==> src/core/hts_pkg.sv <==
// Operation
// answer only address 0x40, bit eight selects direction
// acknowledge own address on ninth clock
// first written byte becomes register pointer
// next written byte stored at pointer, acknowledged; the port stores it only when the pointer is the control register
// controller writes 0x01/0x11 to control register
// controller reads via pointer write, repeated start
// read returns register selected by pointer
// controller nacks single byte then stops
// acked result high byte followed by low byte
// controller nacks second result byte, stops
// status bit 0 is completion flag
// registers 1, 2 hold latest result
// control bits: fast 5, temp 4, heater 1, start 0
// identity register: code high nibble, low zero
// controller writes only the five registers
// reserved bits written zero, read undefined
// controller may hold chip select for standby
// flag reads 1 busy, 0 when done
// chip select active low, high powers down
// supports bus rates up to 400 kHz
// fast mode shortens conversion 35 ms to 18 ms
// start sets busy until result stored
package hts_pkg;

  // ---------------------------------------------------------------
  // bus and register map
  // ---------------------------------------------------------------
  localparam logic [6:0] HTS_BUS_ADDR     = 7'h40;
  localparam logic [7:0] HTS_REG_STATUS   = 8'h00;
  localparam logic [7:0] HTS_REG_RES_HI   = 8'h01;
  localparam logic [7:0] HTS_REG_RES_LO   = 8'h02;
  localparam logic [7:0] HTS_REG_CONTROL  = 8'h03;
  localparam logic [7:0] HTS_REG_IDENTITY = 8'h11;

  // ---------------------------------------------------------------
  // field positions and reset values
  // ---------------------------------------------------------------
  localparam int         HTS_BIT_FAST    = 5;
  localparam int         HTS_BIT_TEMP    = 4;
  localparam int         HTS_BIT_HEATER  = 1;
  localparam int         HTS_BIT_START   = 0;
  localparam int         HTS_BIT_BUSY    = 0;
  localparam logic [7:0] HTS_CTRL_MASK   = 8'h33;
  localparam logic [7:0] HTS_CTRL_RESET  = 8'h00;
  localparam logic [7:0] HTS_RESULT_RESET = 8'h00;
  localparam logic       HTS_BUSY_RESET  = 1'b1;
  // identity code: arbitrary value
  localparam logic [3:0] HTS_IDENTITY_CODE = 4'ha;

  // ---------------------------------------------------------------
  // timing
  // ---------------------------------------------------------------
  localparam int HTS_CLK_HZ       = 50_000_000;
  localparam int HTS_CONV_MS      = 35;
  localparam int HTS_CONV_FAST_MS = 18;
  localparam int HTS_CONV_CYCLES      = HTS_CONV_MS * (HTS_CLK_HZ / 1000);
  localparam int HTS_CONV_FAST_CYCLES = HTS_CONV_FAST_MS * (HTS_CLK_HZ / 1000);

  // ---------------------------------------------------------------
  // types
  // ---------------------------------------------------------------
  typedef enum logic [2:0] {
    HTS_IDLE, HTS_ADDR, HTS_ADDR_ACK, HTS_WR_BYTE, HTS_WR_ACK,
    HTS_RD_BYTE, HTS_RD_ACK
  } hts_bus_state_t;

  typedef struct packed {
    logic scl;
    logic sda;
  } hts_pins_t;

  typedef struct packed {
    logic       strobe;
    logic [7:0] index;
    logic [7:0] data;
  } hts_wr_t;
endpackage

==> src/core/hts_result_mem.sv <==
`timescale 1ns/1ps
// two-entry result store with registered read
module hts_result_mem
  import hts_pkg::*;
(
  input  wire logic        i_sys_clk,
  input  wire logic        i_reset_n,
  input  wire logic        i_wr_en,
  input  wire logic [15:0] i_wr_data,
  input  wire logic        i_rd_sel,
  output logic       [7:0] o_rd_data
);
  typedef struct packed {
    logic [7:0] hi;
    logic [7:0] lo;
    logic [7:0] rd;
  } hts_mem_state_t;

  hts_mem_state_t state_reg;
  hts_mem_state_t state_next;

  // ---------------------------------------------------------------
  // store and read
  // ---------------------------------------------------------------
  always_comb begin
    state_next = state_reg;
    if (i_wr_en) begin
      state_next.hi = i_wr_data[15:8];
      state_next.lo = i_wr_data[7:0];
    end
    state_next.rd = i_rd_sel ? state_reg.lo : state_reg.hi;
  end

  always_ff @(posedge i_sys_clk or negedge i_reset_n) begin
    if (!i_reset_n) begin
      state_reg <= '{HTS_RESULT_RESET, HTS_RESULT_RESET, HTS_RESULT_RESET};
    end else begin
      state_reg <= state_next;
    end
  end

  assign o_rd_data = state_reg.rd;
endmodule // hts_result_mem

==> src/core/hts_sensor_port.sv <==
`timescale 1ns/1ps
// i2c target register port of the humidity and temperature sensor
module hts_sensor_port
  import hts_pkg::*;
#(
  parameter int CONV_CYCLES      = HTS_CONV_CYCLES,
  parameter int CONV_FAST_CYCLES = HTS_CONV_FAST_CYCLES
)
(
  input  wire logic        i_sys_clk,
  input  wire logic        i_reset_n,
  input  wire logic        i_scl,
  input  wire logic        i_sda,
  input  wire logic        i_chip_sel_n,
  input  wire logic [15:0] i_meas_result,
  output logic             o_sda_out,
  output logic             o_sda_oe,
  output logic             o_heater_on,
  output logic             o_temp_sel,
  output logic             o_fast_mode,
  output logic             o_powered,
  output logic             o_conv_active
);
  typedef struct packed {
    hts_pins_t      s1;
    hts_pins_t      s2;
    hts_pins_t      prev;
    logic           cs1;
    logic           cs2;
    hts_bus_state_t st;
    logic [2:0]     bit_cnt;
    logic [7:0]     shift;
    logic           rd_dir;
    logic           have_ptr;
    logic [7:0]     ptr;
    logic [7:0]     ctrl;
    logic           busy;
    logic [31:0]    conv_cnt;
    logic           sda_oe;
    logic           powered;
  } hts_port_state_t;

  hts_port_state_t state_reg;
  hts_port_state_t state_next;
  logic [7:0]      res_byte;
  logic            res_wr;
  logic            res_sel;

  // register contents for a read at the given pointer
  function automatic logic [7:0] read_mux(input logic [7:0] p, input logic [7:0] ctrl,
                                          input logic busy, input logic [7:0] res);
    unique case (p)
      HTS_REG_STATUS:   read_mux = {7'h00, busy};
      HTS_REG_RES_HI,
      HTS_REG_RES_LO:   read_mux = res;
      HTS_REG_CONTROL:  read_mux = ctrl & HTS_CTRL_MASK;
      HTS_REG_IDENTITY: read_mux = {HTS_IDENTITY_CODE, 4'h0};
      default:          read_mux = 8'h00;
    endcase
  endfunction

  // ---------------------------------------------------------------
  // result store
  // ---------------------------------------------------------------
  hts_result_mem u_mem (
    .i_sys_clk (i_sys_clk),
    .i_reset_n (i_reset_n),
    .i_wr_en   (res_wr),
    .i_wr_data (i_meas_result),
    .i_rd_sel  (res_sel),
    .o_rd_data (res_byte)
  );

  // ---------------------------------------------------------------
  // bus engine and conversion timer
  // ---------------------------------------------------------------
  logic scl_rise;
  logic scl_fall;
  logic start_cond;
  logic stop_cond;
  logic [7:0] byte_in;

  always_comb begin
    state_next    = state_reg;
    res_wr        = 1'b0;
    res_sel       = (state_reg.ptr == HTS_REG_RES_LO);
    scl_rise      = state_reg.s2.scl & ~state_reg.prev.scl;
    scl_fall      = ~state_reg.s2.scl & state_reg.prev.scl;
    start_cond    = state_reg.s2.scl & state_reg.prev.scl
                    & state_reg.prev.sda & ~state_reg.s2.sda;
    stop_cond     = state_reg.s2.scl & state_reg.prev.scl
                    & ~state_reg.prev.sda & state_reg.s2.sda;
    byte_in       = {state_reg.shift[6:0], state_reg.s2.sda};
    // pin synchronisers, samples up to 400 kHz comfortably
    state_next.s1   = '{i_scl, i_sda};
    state_next.s2   = state_reg.s1;
    state_next.prev = state_reg.s2;
    state_next.cs1  = i_chip_sel_n;
    state_next.cs2  = state_reg.cs1;
    state_next.powered = ~state_reg.cs2;

    // conversion timer
    if (state_reg.busy) begin
      if (state_reg.conv_cnt == 32'h0) begin
        state_next.busy = 1'b0;
        res_wr          = 1'b1;
      end else begin
        state_next.conv_cnt = state_reg.conv_cnt - 32'h1;
      end
    end

    if (!state_reg.powered) begin
      state_next.st     = HTS_IDLE;
      state_next.sda_oe = 1'b0;
    end else if (start_cond) begin
      state_next.st      = HTS_ADDR;
      state_next.bit_cnt = 3'h0;
      state_next.sda_oe  = 1'b0;
    end else if (stop_cond) begin
      state_next.st     = HTS_IDLE;
      state_next.sda_oe = 1'b0;
    end else begin
      unique case (state_reg.st)
        HTS_IDLE: state_next.sda_oe = 1'b0;
        HTS_ADDR: if (scl_rise) begin
          state_next.shift   = byte_in;
          state_next.bit_cnt = state_reg.bit_cnt + 3'h1;
          if (state_reg.bit_cnt == 3'h7) begin
            if (state_reg.shift[6:0] == HTS_BUS_ADDR) begin
              state_next.rd_dir = state_reg.s2.sda;
              state_next.st     = HTS_ADDR_ACK;
            end else begin
              state_next.st = HTS_IDLE;
            end
          end
        end
        HTS_ADDR_ACK, HTS_WR_ACK: begin
          if (scl_fall && !state_reg.sda_oe) begin
            state_next.sda_oe = 1'b1;
          end else if (scl_fall && state_reg.sda_oe) begin
            state_next.bit_cnt = 3'h0;
            if (state_reg.st == HTS_ADDR_ACK && state_reg.rd_dir) begin
              state_next.st     = HTS_RD_BYTE;
              state_next.shift  = read_mux(state_reg.ptr, state_reg.ctrl,
                                           state_reg.busy, res_byte);
              state_next.sda_oe = ~read_mux(state_reg.ptr, state_reg.ctrl,
                                            state_reg.busy, res_byte) >> 7 != 8'h0;
            end else begin
              state_next.st     = HTS_WR_BYTE;
              state_next.sda_oe = 1'b0;
            end
          end
        end
        HTS_WR_BYTE: if (scl_rise) begin
          state_next.shift   = byte_in;
          state_next.bit_cnt = state_reg.bit_cnt + 3'h1;
          if (state_reg.bit_cnt == 3'h7) begin
            state_next.st = HTS_WR_ACK;
            if (!state_reg.have_ptr) begin
              state_next.ptr      = byte_in;
              state_next.have_ptr = 1'b1;
            end else if (state_reg.ptr == HTS_REG_CONTROL) begin
              state_next.ctrl = byte_in & HTS_CTRL_MASK;
              if (byte_in[HTS_BIT_START]) begin
                state_next.busy     = 1'b1;
                state_next.conv_cnt = byte_in[HTS_BIT_FAST]
                                      ? 32'(CONV_FAST_CYCLES) : 32'(CONV_CYCLES);
              end
            end
          end
        end
        HTS_RD_BYTE: if (scl_fall) begin
          state_next.bit_cnt = state_reg.bit_cnt + 3'h1;
          state_next.shift   = {state_reg.shift[6:0], 1'b0};
          if (state_reg.bit_cnt == 3'h7) begin
            state_next.st     = HTS_RD_ACK;
            state_next.sda_oe = 1'b0;
          end else begin
            state_next.sda_oe = ~state_reg.shift[6];
          end
        end
        HTS_RD_ACK: if (scl_rise) begin
          if (state_reg.s2.sda) begin
            state_next.st = HTS_IDLE; // nack ends the read
          end else if (state_reg.ptr == HTS_REG_RES_HI) begin
            state_next.ptr = HTS_REG_RES_LO;
            state_next.st  = HTS_WR_ACK;
            state_next.rd_dir = 1'b1;
          end else begin
            state_next.st = HTS_IDLE;
          end
        end
        default: state_next.st = HTS_IDLE;
      endcase
    end
    // a new write address frame starts a fresh pointer byte
    if (start_cond) state_next.have_ptr = 1'b0;
    if (state_reg.st == HTS_WR_ACK && state_reg.rd_dir && scl_fall) begin
      // second result byte after acked first one
      state_next.st      = HTS_RD_BYTE;
      state_next.bit_cnt = 3'h0;
      state_next.shift   = res_byte;
      state_next.sda_oe  = ~res_byte[7];
    end
    state_next.ctrl[HTS_BIT_START] = state_next.busy & state_next.ctrl[HTS_BIT_START];
  end

  // ---------------------------------------------------------------
  // state register
  // ---------------------------------------------------------------
  always_ff @(posedge i_sys_clk or negedge i_reset_n) begin
    if (!i_reset_n) begin
      state_reg          <= '0;
      state_reg.s1       <= '{1'b1, 1'b1};
      state_reg.s2       <= '{1'b1, 1'b1};
      state_reg.prev     <= '{1'b1, 1'b1};
      state_reg.cs1      <= 1'b1;
      state_reg.cs2      <= 1'b1;
      state_reg.st       <= HTS_IDLE;
      state_reg.ctrl     <= HTS_CTRL_RESET;
      state_reg.busy     <= HTS_BUSY_RESET;
      state_reg.conv_cnt <= 32'h0;
    end else begin
      state_reg <= state_next;
    end
  end

  // ---------------------------------------------------------------
  // outputs
  // ---------------------------------------------------------------
  assign o_sda_out     = 1'b0;
  assign o_sda_oe      = state_reg.sda_oe;
  assign o_heater_on   = state_reg.ctrl[HTS_BIT_HEATER];
  assign o_temp_sel    = state_reg.ctrl[HTS_BIT_TEMP];
  assign o_fast_mode   = state_reg.ctrl[HTS_BIT_FAST];
  assign o_powered     = state_reg.powered;
  assign o_conv_active = state_reg.busy;
endmodule // hts_sensor_port

==> config.mk <==
export PLATFORM = sky130hd
export DESIGN_NAME = hts_sensor_port
export DESIGN_NICKNAME = d
export VERILOG_FILES = /design/src/core/hts_pkg.sv /design/src/core/hts_result_mem.sv /design/src/core/hts_sensor_port.sv
export SDC_FILE = /design/constraint.sdc
export NUM_CORES = 1
export LEC_CHECK = 0
export BUFFER_PORTS_ARGS = -buffer_cell sky130_fd_sc_hd__clkbuf_2
export CAP_MARGIN = 20
export CORE_UTILIZATION = 40
export DETAILED_ROUTE_END_ITERATION = 7
export PLACE_DENSITY_LB_ADDON = 0.12
export RECOVER_POWER = 50
export SLEW_MARGIN = 20
export SYNTH_ARGS = -nofsm -noshare
export SYNTH_HDL_FRONTEND = slang
export SYNTH_SLANG_ARGS = --single-unit
==> constraint.sdc <==
create_clock -name i_sys_clk -period 3.73 [get_ports i_sys_clk]
set_input_delay 0.5595 -clock i_sys_clk [delete_from_list [all_inputs] [get_ports i_sys_clk]]
set_output_delay 0.5595 -clock i_sys_clk [all_outputs]
set_load 0.02 [all_outputs]
==> key figures, run 1 <==
Run status
  • Outcome: finished with violations
  • Failing checks: capacitance limit, slew limit

Power
  • P_sw: 557.4 µW
  • Switch share: 25.89%
  • Total Power: 2.153 mW
  • Power density over cell area: 394.4 nW/µm²
  • Clock share of power: 40.7%
  • Seq pwr share: 51.5%
  • Peak supply drop: 262.5 µV
  • Comb pwr share: 7.8%
  • Pint: 1.596 mW
  • LEAKAGE: 2.433 nW

Logic synthesis
  • Syn nets: 502
  • Ys Warns: 0
  • Mapped cell area: 4932 µm²
  • Register bit count reported by yosys: 94
  • Synth area leader: dfrtp_1
  • Top-area cell type share of the netlist area: 43.13%
  • Synth top area cells: dfrtp_1, mux2_2, dfstp_2, a21oi_1, or4_1
  • Main synth FF type: dfrtp_1
  • Avg Cell Area, Syn: 10.34 µm²
  • Unique cell type count in the Yosys netlist: 66
  • Number of synthesized flops with an enable pin: 0
  • Cell with the most instances after synthesis: dfrtp_1
  • Async SR Flop Fraction: 100.0%
  • Register area share after synthesis: 47.92%
  • Cell count after synthesis: 477
  • Top post-synthesis cells by count: dfrtp_1, mux2_2, a21oi_1

CTS
  • CTS clk-pin slew, worst paths: 0.07 ns
  • Clk root buf: clkbuf_16
  • Htree depth: 3
  • CTS tree: yes
  • Worst skew pair latency: 0.35 ns
  • Clock Path Buffers: 2
  • CTS buffer count: 9
  • Sinks on Clock Net: 94
  • Hold_buf cts: 0
  • Post_cts resized: 0
  • Postcts setup bufs: 0

Cells and area
  • Fillers: 1144
  • Layout area overhead: 10.68%
  • Fin nets: 517
  • Max FFs per register: 52
  • Inserted Diodes: 0
  • Share of layout cells above drive strength 1: 19.92%

Placed design
  • Hpwl dp: 7.690 mm
  • Port-buffer cells: 26
  • RePlAce Congestion: 0.8743

Floorplan
  • Die Y: 113.0 µm
  • Die Wd: 113.0 µm
  • Core Region: 12010 µm²
  • Die area: 12780 µm²
  • Site row count: 40
  • Ports: 28
  • Initial Utilization: 41.06%

Routing
  • Residual DRC: 0
  • DR WL met2: 5.080 mm
  • Met1 WL: 5.476 mm
  • 1st-iter DRT viols: 224
  • Routed via count: 3790
  • Routed wl met3: 491 µm
  • Final wirelength: 11.20 mm
  • Drt pass-1 iters: 5
  • Vias per cell: 5.885
  • Routed Antenna Nets: 0
  • Top sig layer: met4
  • Routed len/inst: 17.38 µm

Timing
  • Final worst-path cycle share: 81.17%
  • RSZ-0062 raised after global routing: false
  • Final setup TNS: 0 ns
  • Slew headroom: -78.89%
  • # setup viols final: 0
  • Final hold violations: 0
  • Final min period: 3.027 ns
  • Least-Margin Pin Slew: 2.683 ns
  • Pins over their slew limit: 49
  • Setup Skew: 0.008524 ns
  • Max Freq: 330.3 MHz

Critical path
  • Startpoint types: flip-flop
  • Reg2reg start: state_reg[10]
  • Worst setup path category: flip-flop to flip-flop
  • Arr. time, crit path: 3.31 ns
  • Worst Setup End Kind: flip-flop
  • Critical path origin: state_reg[10]
  • CP required: 4.01 ns
  • Maximum fanout along the worst path: 11

Hold path
  • Hold crit path type: input pin to flip-flop
  • HP Start: i_sda

GRT
  • GRT Total Usage: 18.67%
  • First-pass GRT wire length: 18.50 mm
  • Vias in the first global route: 3577
  • Largest net degree at the start of global routing: 49
  • Total gr overflow: 0
  • Initial antenna violation count: 0

Flow run
  • Max-cap violations: 1
logic make-up (layout without fill, tap and decap cells):
| family | Yosys count | in the layout | share of synthesized area (%) |
|---|---|---|---|
| muxes | 49 | 49 | 10.91 |
| adders and majority gates | 4 | 4 | 1.015 |
| AOI/OAI and AO/OA | 124 | 124 | 17.12 |
| other | 1 | 1 | 0.07603 |
| xor gates and xnor gates | 12 | 12 | 2.131 |
| and+or+nand+nor | 153 | 153 | 17.63 |
| buffers and inverters | 40 | 60 | 3.196 |
| DFF | 94 | 94 | 47.92 |
placed cells by master (no fill, tap or decap), drive strengths merged, types with 4 or more instances in the layout:
cell type	count
a21oi	32
a22o	5
a22oi	4
a31oi	9
and2	4
and3	7
buf	4
clkbuf	37
dfrtp	85
dfstp	9
ha	4
inv	16
mux2	38
mux2i	11
nand2	28
nand2b	4
nand3	11
nand4	7
nor2	21
nor2b	8
nor3	12
nor4	9
o211ai	6
o21ai	22
o31ai	11
o41ai	5
or3	12
or4	16
xnor2	8
xor2	4
power by group through the flow:
stage,clock network (mW),logic [mW],registers [mW]
6_report,0.876,0.168,1.11
5_1_grt,0.949,0.191,1.11
4_1_cts,0.914,0.171,1.11
3_5_place_dp,0,0.170,1.13
3_3_place_gp,0,0.168,1.13
2_1_floorplan,0,0.127,1.10
layer usage:
metal  vias up  track usage (%)
li1       1838                -
met1      1859            26.33
met2        83            27.48
met3        10            5.570
met4         0            5.965
met5         -                0
final timing paths:
| path | endpoint | slack, ns | cells past startpoint |
|---|---|---|---|
| setup / recovery | state_reg[32] | 0.70 | 5 |
| hold / removal | state_next[71] | 0.29 | 1 |
| setup reg to reg | state_reg[32] | 0.70 | 5 |
| hold reg to reg | state_reg[67] | 0.36 | 0 |
| max in group asynchronous | o_conv_active | 0.97 | 2 |
| min in group asynchronous | state_reg[23] | 1.06 | 1 |
layout make-up:
class	count	area (µm²)	share of cell area (%)
Multi-Input combinational cell	343	2417	44.28
Sequential cell	94	2364	43.30
Clock buffer	10	229.0	4.194
Tap cell	147	183.9	3.369
Timing Repair Buffer	31	163.9	3.003
Clock inverter	6	52.55	0.9626
Inverter	13	48.80	0.8939
through the flow:
step	util [%]	area (µm²)	setup WS, ns	hold slack [ns]	cells
after detailed placement	43.16	5184	0.7105	0.3478	628
after CTS	45.50	5465	0.7049	0.2509	644
after global placement	43.16	5184	0.7687	0.3493	628
after floorplan	-	4932	1.039	0.2639	477
final	45.45	5459	0.7025	0.2918	644
after global routing	45.45	5459	0.3715	0.2815	644
critical path: stages (launching register included):
cell and delay (ns):
dfrtp_1 0.39, or4_1 0.63, or4_1 0.64, or4_1 0.70
or4_1 0.44, a21oi_1 0.15
No activity file was read; power rests on OpenSTA's default activity.
==> inputs of run 2 (changes only) <==
==> constraint.sdc (replaced) <==
create_clock -name i_sys_clk -period 3.2 [get_ports i_sys_clk]
set_input_delay 0.48 -clock i_sys_clk [delete_from_list [all_inputs] [get_ports i_sys_clk]]
set_output_delay 0.48 -clock i_sys_clk [all_outputs]
set_load 0.02 [all_outputs]
==> key figures, run 2 (same netlist as run 1, synthesis figures left out) <==
Placed design
  • Port-buffer cells: 26
  • RePlAce Congestion: 0.9115
  • Hpwl dp: 8.106 mm

Power
  • LEAKAGE: 2.507 nW
  • Power density over cell area: 456.1 nW/µm²
  • Peak supply drop: 387.6 µV
  • Total Power: 2.534 mW

Floorplan
  • Site row count: 40
  • Core Region: 12010 µm²
  • Die Y: 113.0 µm
  • Ports: 28
  • Die Wd: 113.0 µm
  • Initial Utilization: 41.06%
  • Die area: 12780 µm²

CTS
  • Post_cts resized: 0
  • Hold_buf cts: 0
  • Htree depth: 3
  • CTS tree: yes
  • Postcts setup bufs: 0
  • Worst skew pair latency: 0.35 ns
  • CTS clk-pin slew, worst paths: 0.07 ns
  • Sinks on Clock Net: 94
  • Clk root buf: clkbuf_16
  • Clock Path Buffers: 2
  • CTS buffer count: 9

Routing
  • Final wirelength: 11.73 mm
  • Routed len/inst: 17.85 µm
  • 1st-iter DRT viols: 310
  • Vias per cell: 5.848
  • Residual DRC: 0
  • Routed Antenna Nets: 0
  • Routed via count: 3842
  • Drt pass-1 iters: 5

GRT
  • Vias in the first global route: 3778
  • Initial antenna violation count: 0
  • Largest net degree at the start of global routing: 50
  • GRT Total Usage: 20.08%
  • Met1 GRT Util: 28.18%
  • GR Util met2: 30.76%
  • Grt peak-use layer: met2
  • Total gr overflow: 0
  • First-pass GRT wire length: 19.89 mm
  • M3 GR Usage: 5.249%

Timing
  • Max Freq: 353.6 MHz
  • Final worst-path cycle share: 88.39%
  • RSZ-0062 raised after global routing: false
  • Final setup TNS: 0 ns
  • Final min period: 2.828 ns
  • Pins over their slew limit: 0
  • Least-Margin Pin Slew: 1.230 ns
  • Slew headroom: 18.00%
  • Setup Skew: 0.01022 ns
  • # setup viols final: 0
  • Final hold violations: 0

Cells and area
  • Register area: 2364 µm²
  • Share of layout cells above drive strength 1: 22.16%
  • Most frequent cells in the layout: dfrtp_1, mux2_2, a21oi_1
  • Area of the multi-input gates: 2417 µm²
  • Fin nets: 530
  • Fin util: 46.26%
  • Most common cell after layout, fill and taps aside: dfrtp_1
  • Fillers: 1102
  • Max FFs per register: 52
  • Layout area overhead: 12.66%
  • Inserted Diodes: 0

Critical path
  • Maximum fanout along the worst path: 7
  • Arr. time, crit path: 3.10 ns
  • Crit path top cell by count: or4_1
  • Worst Setup End Kind: flip-flop
  • Worst setup path category: flip-flop to flip-flop
  • Crit path largest cell delay: 0.67 ns
  • CP required: 3.48 ns
  • Startpoint types: flip-flop
  • Crit-path cells: or4_1 -> or4_1 -> or4_1 -> or4_1 -> a21oi_1
  • CP max-delay cell: or4_1

Run status
  • Outcome: completed

Flow run
  • Max-cap violations: 0

Hold path
  • Hold crit path type: input pin to flip-flop
[run 2: cell types whose count changed in the layout (fill, tap and decap cells not counted), sizes merged]
cell / delta
clkinv: +1
inv: +1
buf: +13
clkinvlp: -2
[run 2: report_power, final]
group	switching, mW	total (mW)	internal, mW
combinational	0.119	0.210	0.0910
clock	0.493	1.03	0.541
sequential	0.0544	1.29	1.24
total	0.667	2.53	1.87
[run 2: layout make-up]
type	instances	area share, %
clock buffers	10	4.121
multi-input cells	343	43.50
repair buffers	44	4.729
inverters	13	0.8782
well taps	147	3.310
flip-flops and latches	94	42.54
clock inverters	6	0.9232
[run 2: critical path, delay by kind of cell, from the launching register on]
kind | cells | cell delay, ns
compound gates | 1 | 0.15
flops | 1 | 0.41
simple gates | 4 | 2.20
[run 2: final timing paths]
check | start | endpoint | slack (ns) | depth (start not counted)
min reg2reg | state_next[67] | state_reg[67] | 0.36 | 0
max reg2reg | state_reg[9] | state_reg[32] | 0.37 | 5
min in group asynchronous | i_reset_n | state_reg[23] | 0.38 | 1
max | state_reg[9] | state_reg[32] | 0.37 | 5
max in group asynchronous | i_reset_n | u_mem.o_rd_data[3] | 1.08 | 2
min | i_chip_sel_n | state_next[67] | 0.21 | 1
[run 2: per-layer routing]
layer / wire, µm / up-vias
met3: 498 / 15
met5: 0 / -
met2: 5323 / 78
li1: - / 1867
met4: 156 / 0
met1: 5747 / 1882
[run 2: metrics by stage]
stage / cells / cell area (µm²) / worst slack (ns) / hold WS, ns
after floorplan: 477 / 4932 / 0.5087 / 0.1844
after global placement: 641 / 5294 / 0.4333 / 0.3476
after detailed placement: 641 / 5294 / 0.3836 / 0.3484
after CTS: 657 / 5574 / 0.3685 / 0.1919
after global routing: 657 / 5557 / 0.2314 / 0.1975
final: 657 / 5557 / 0.3716 / 0.2135
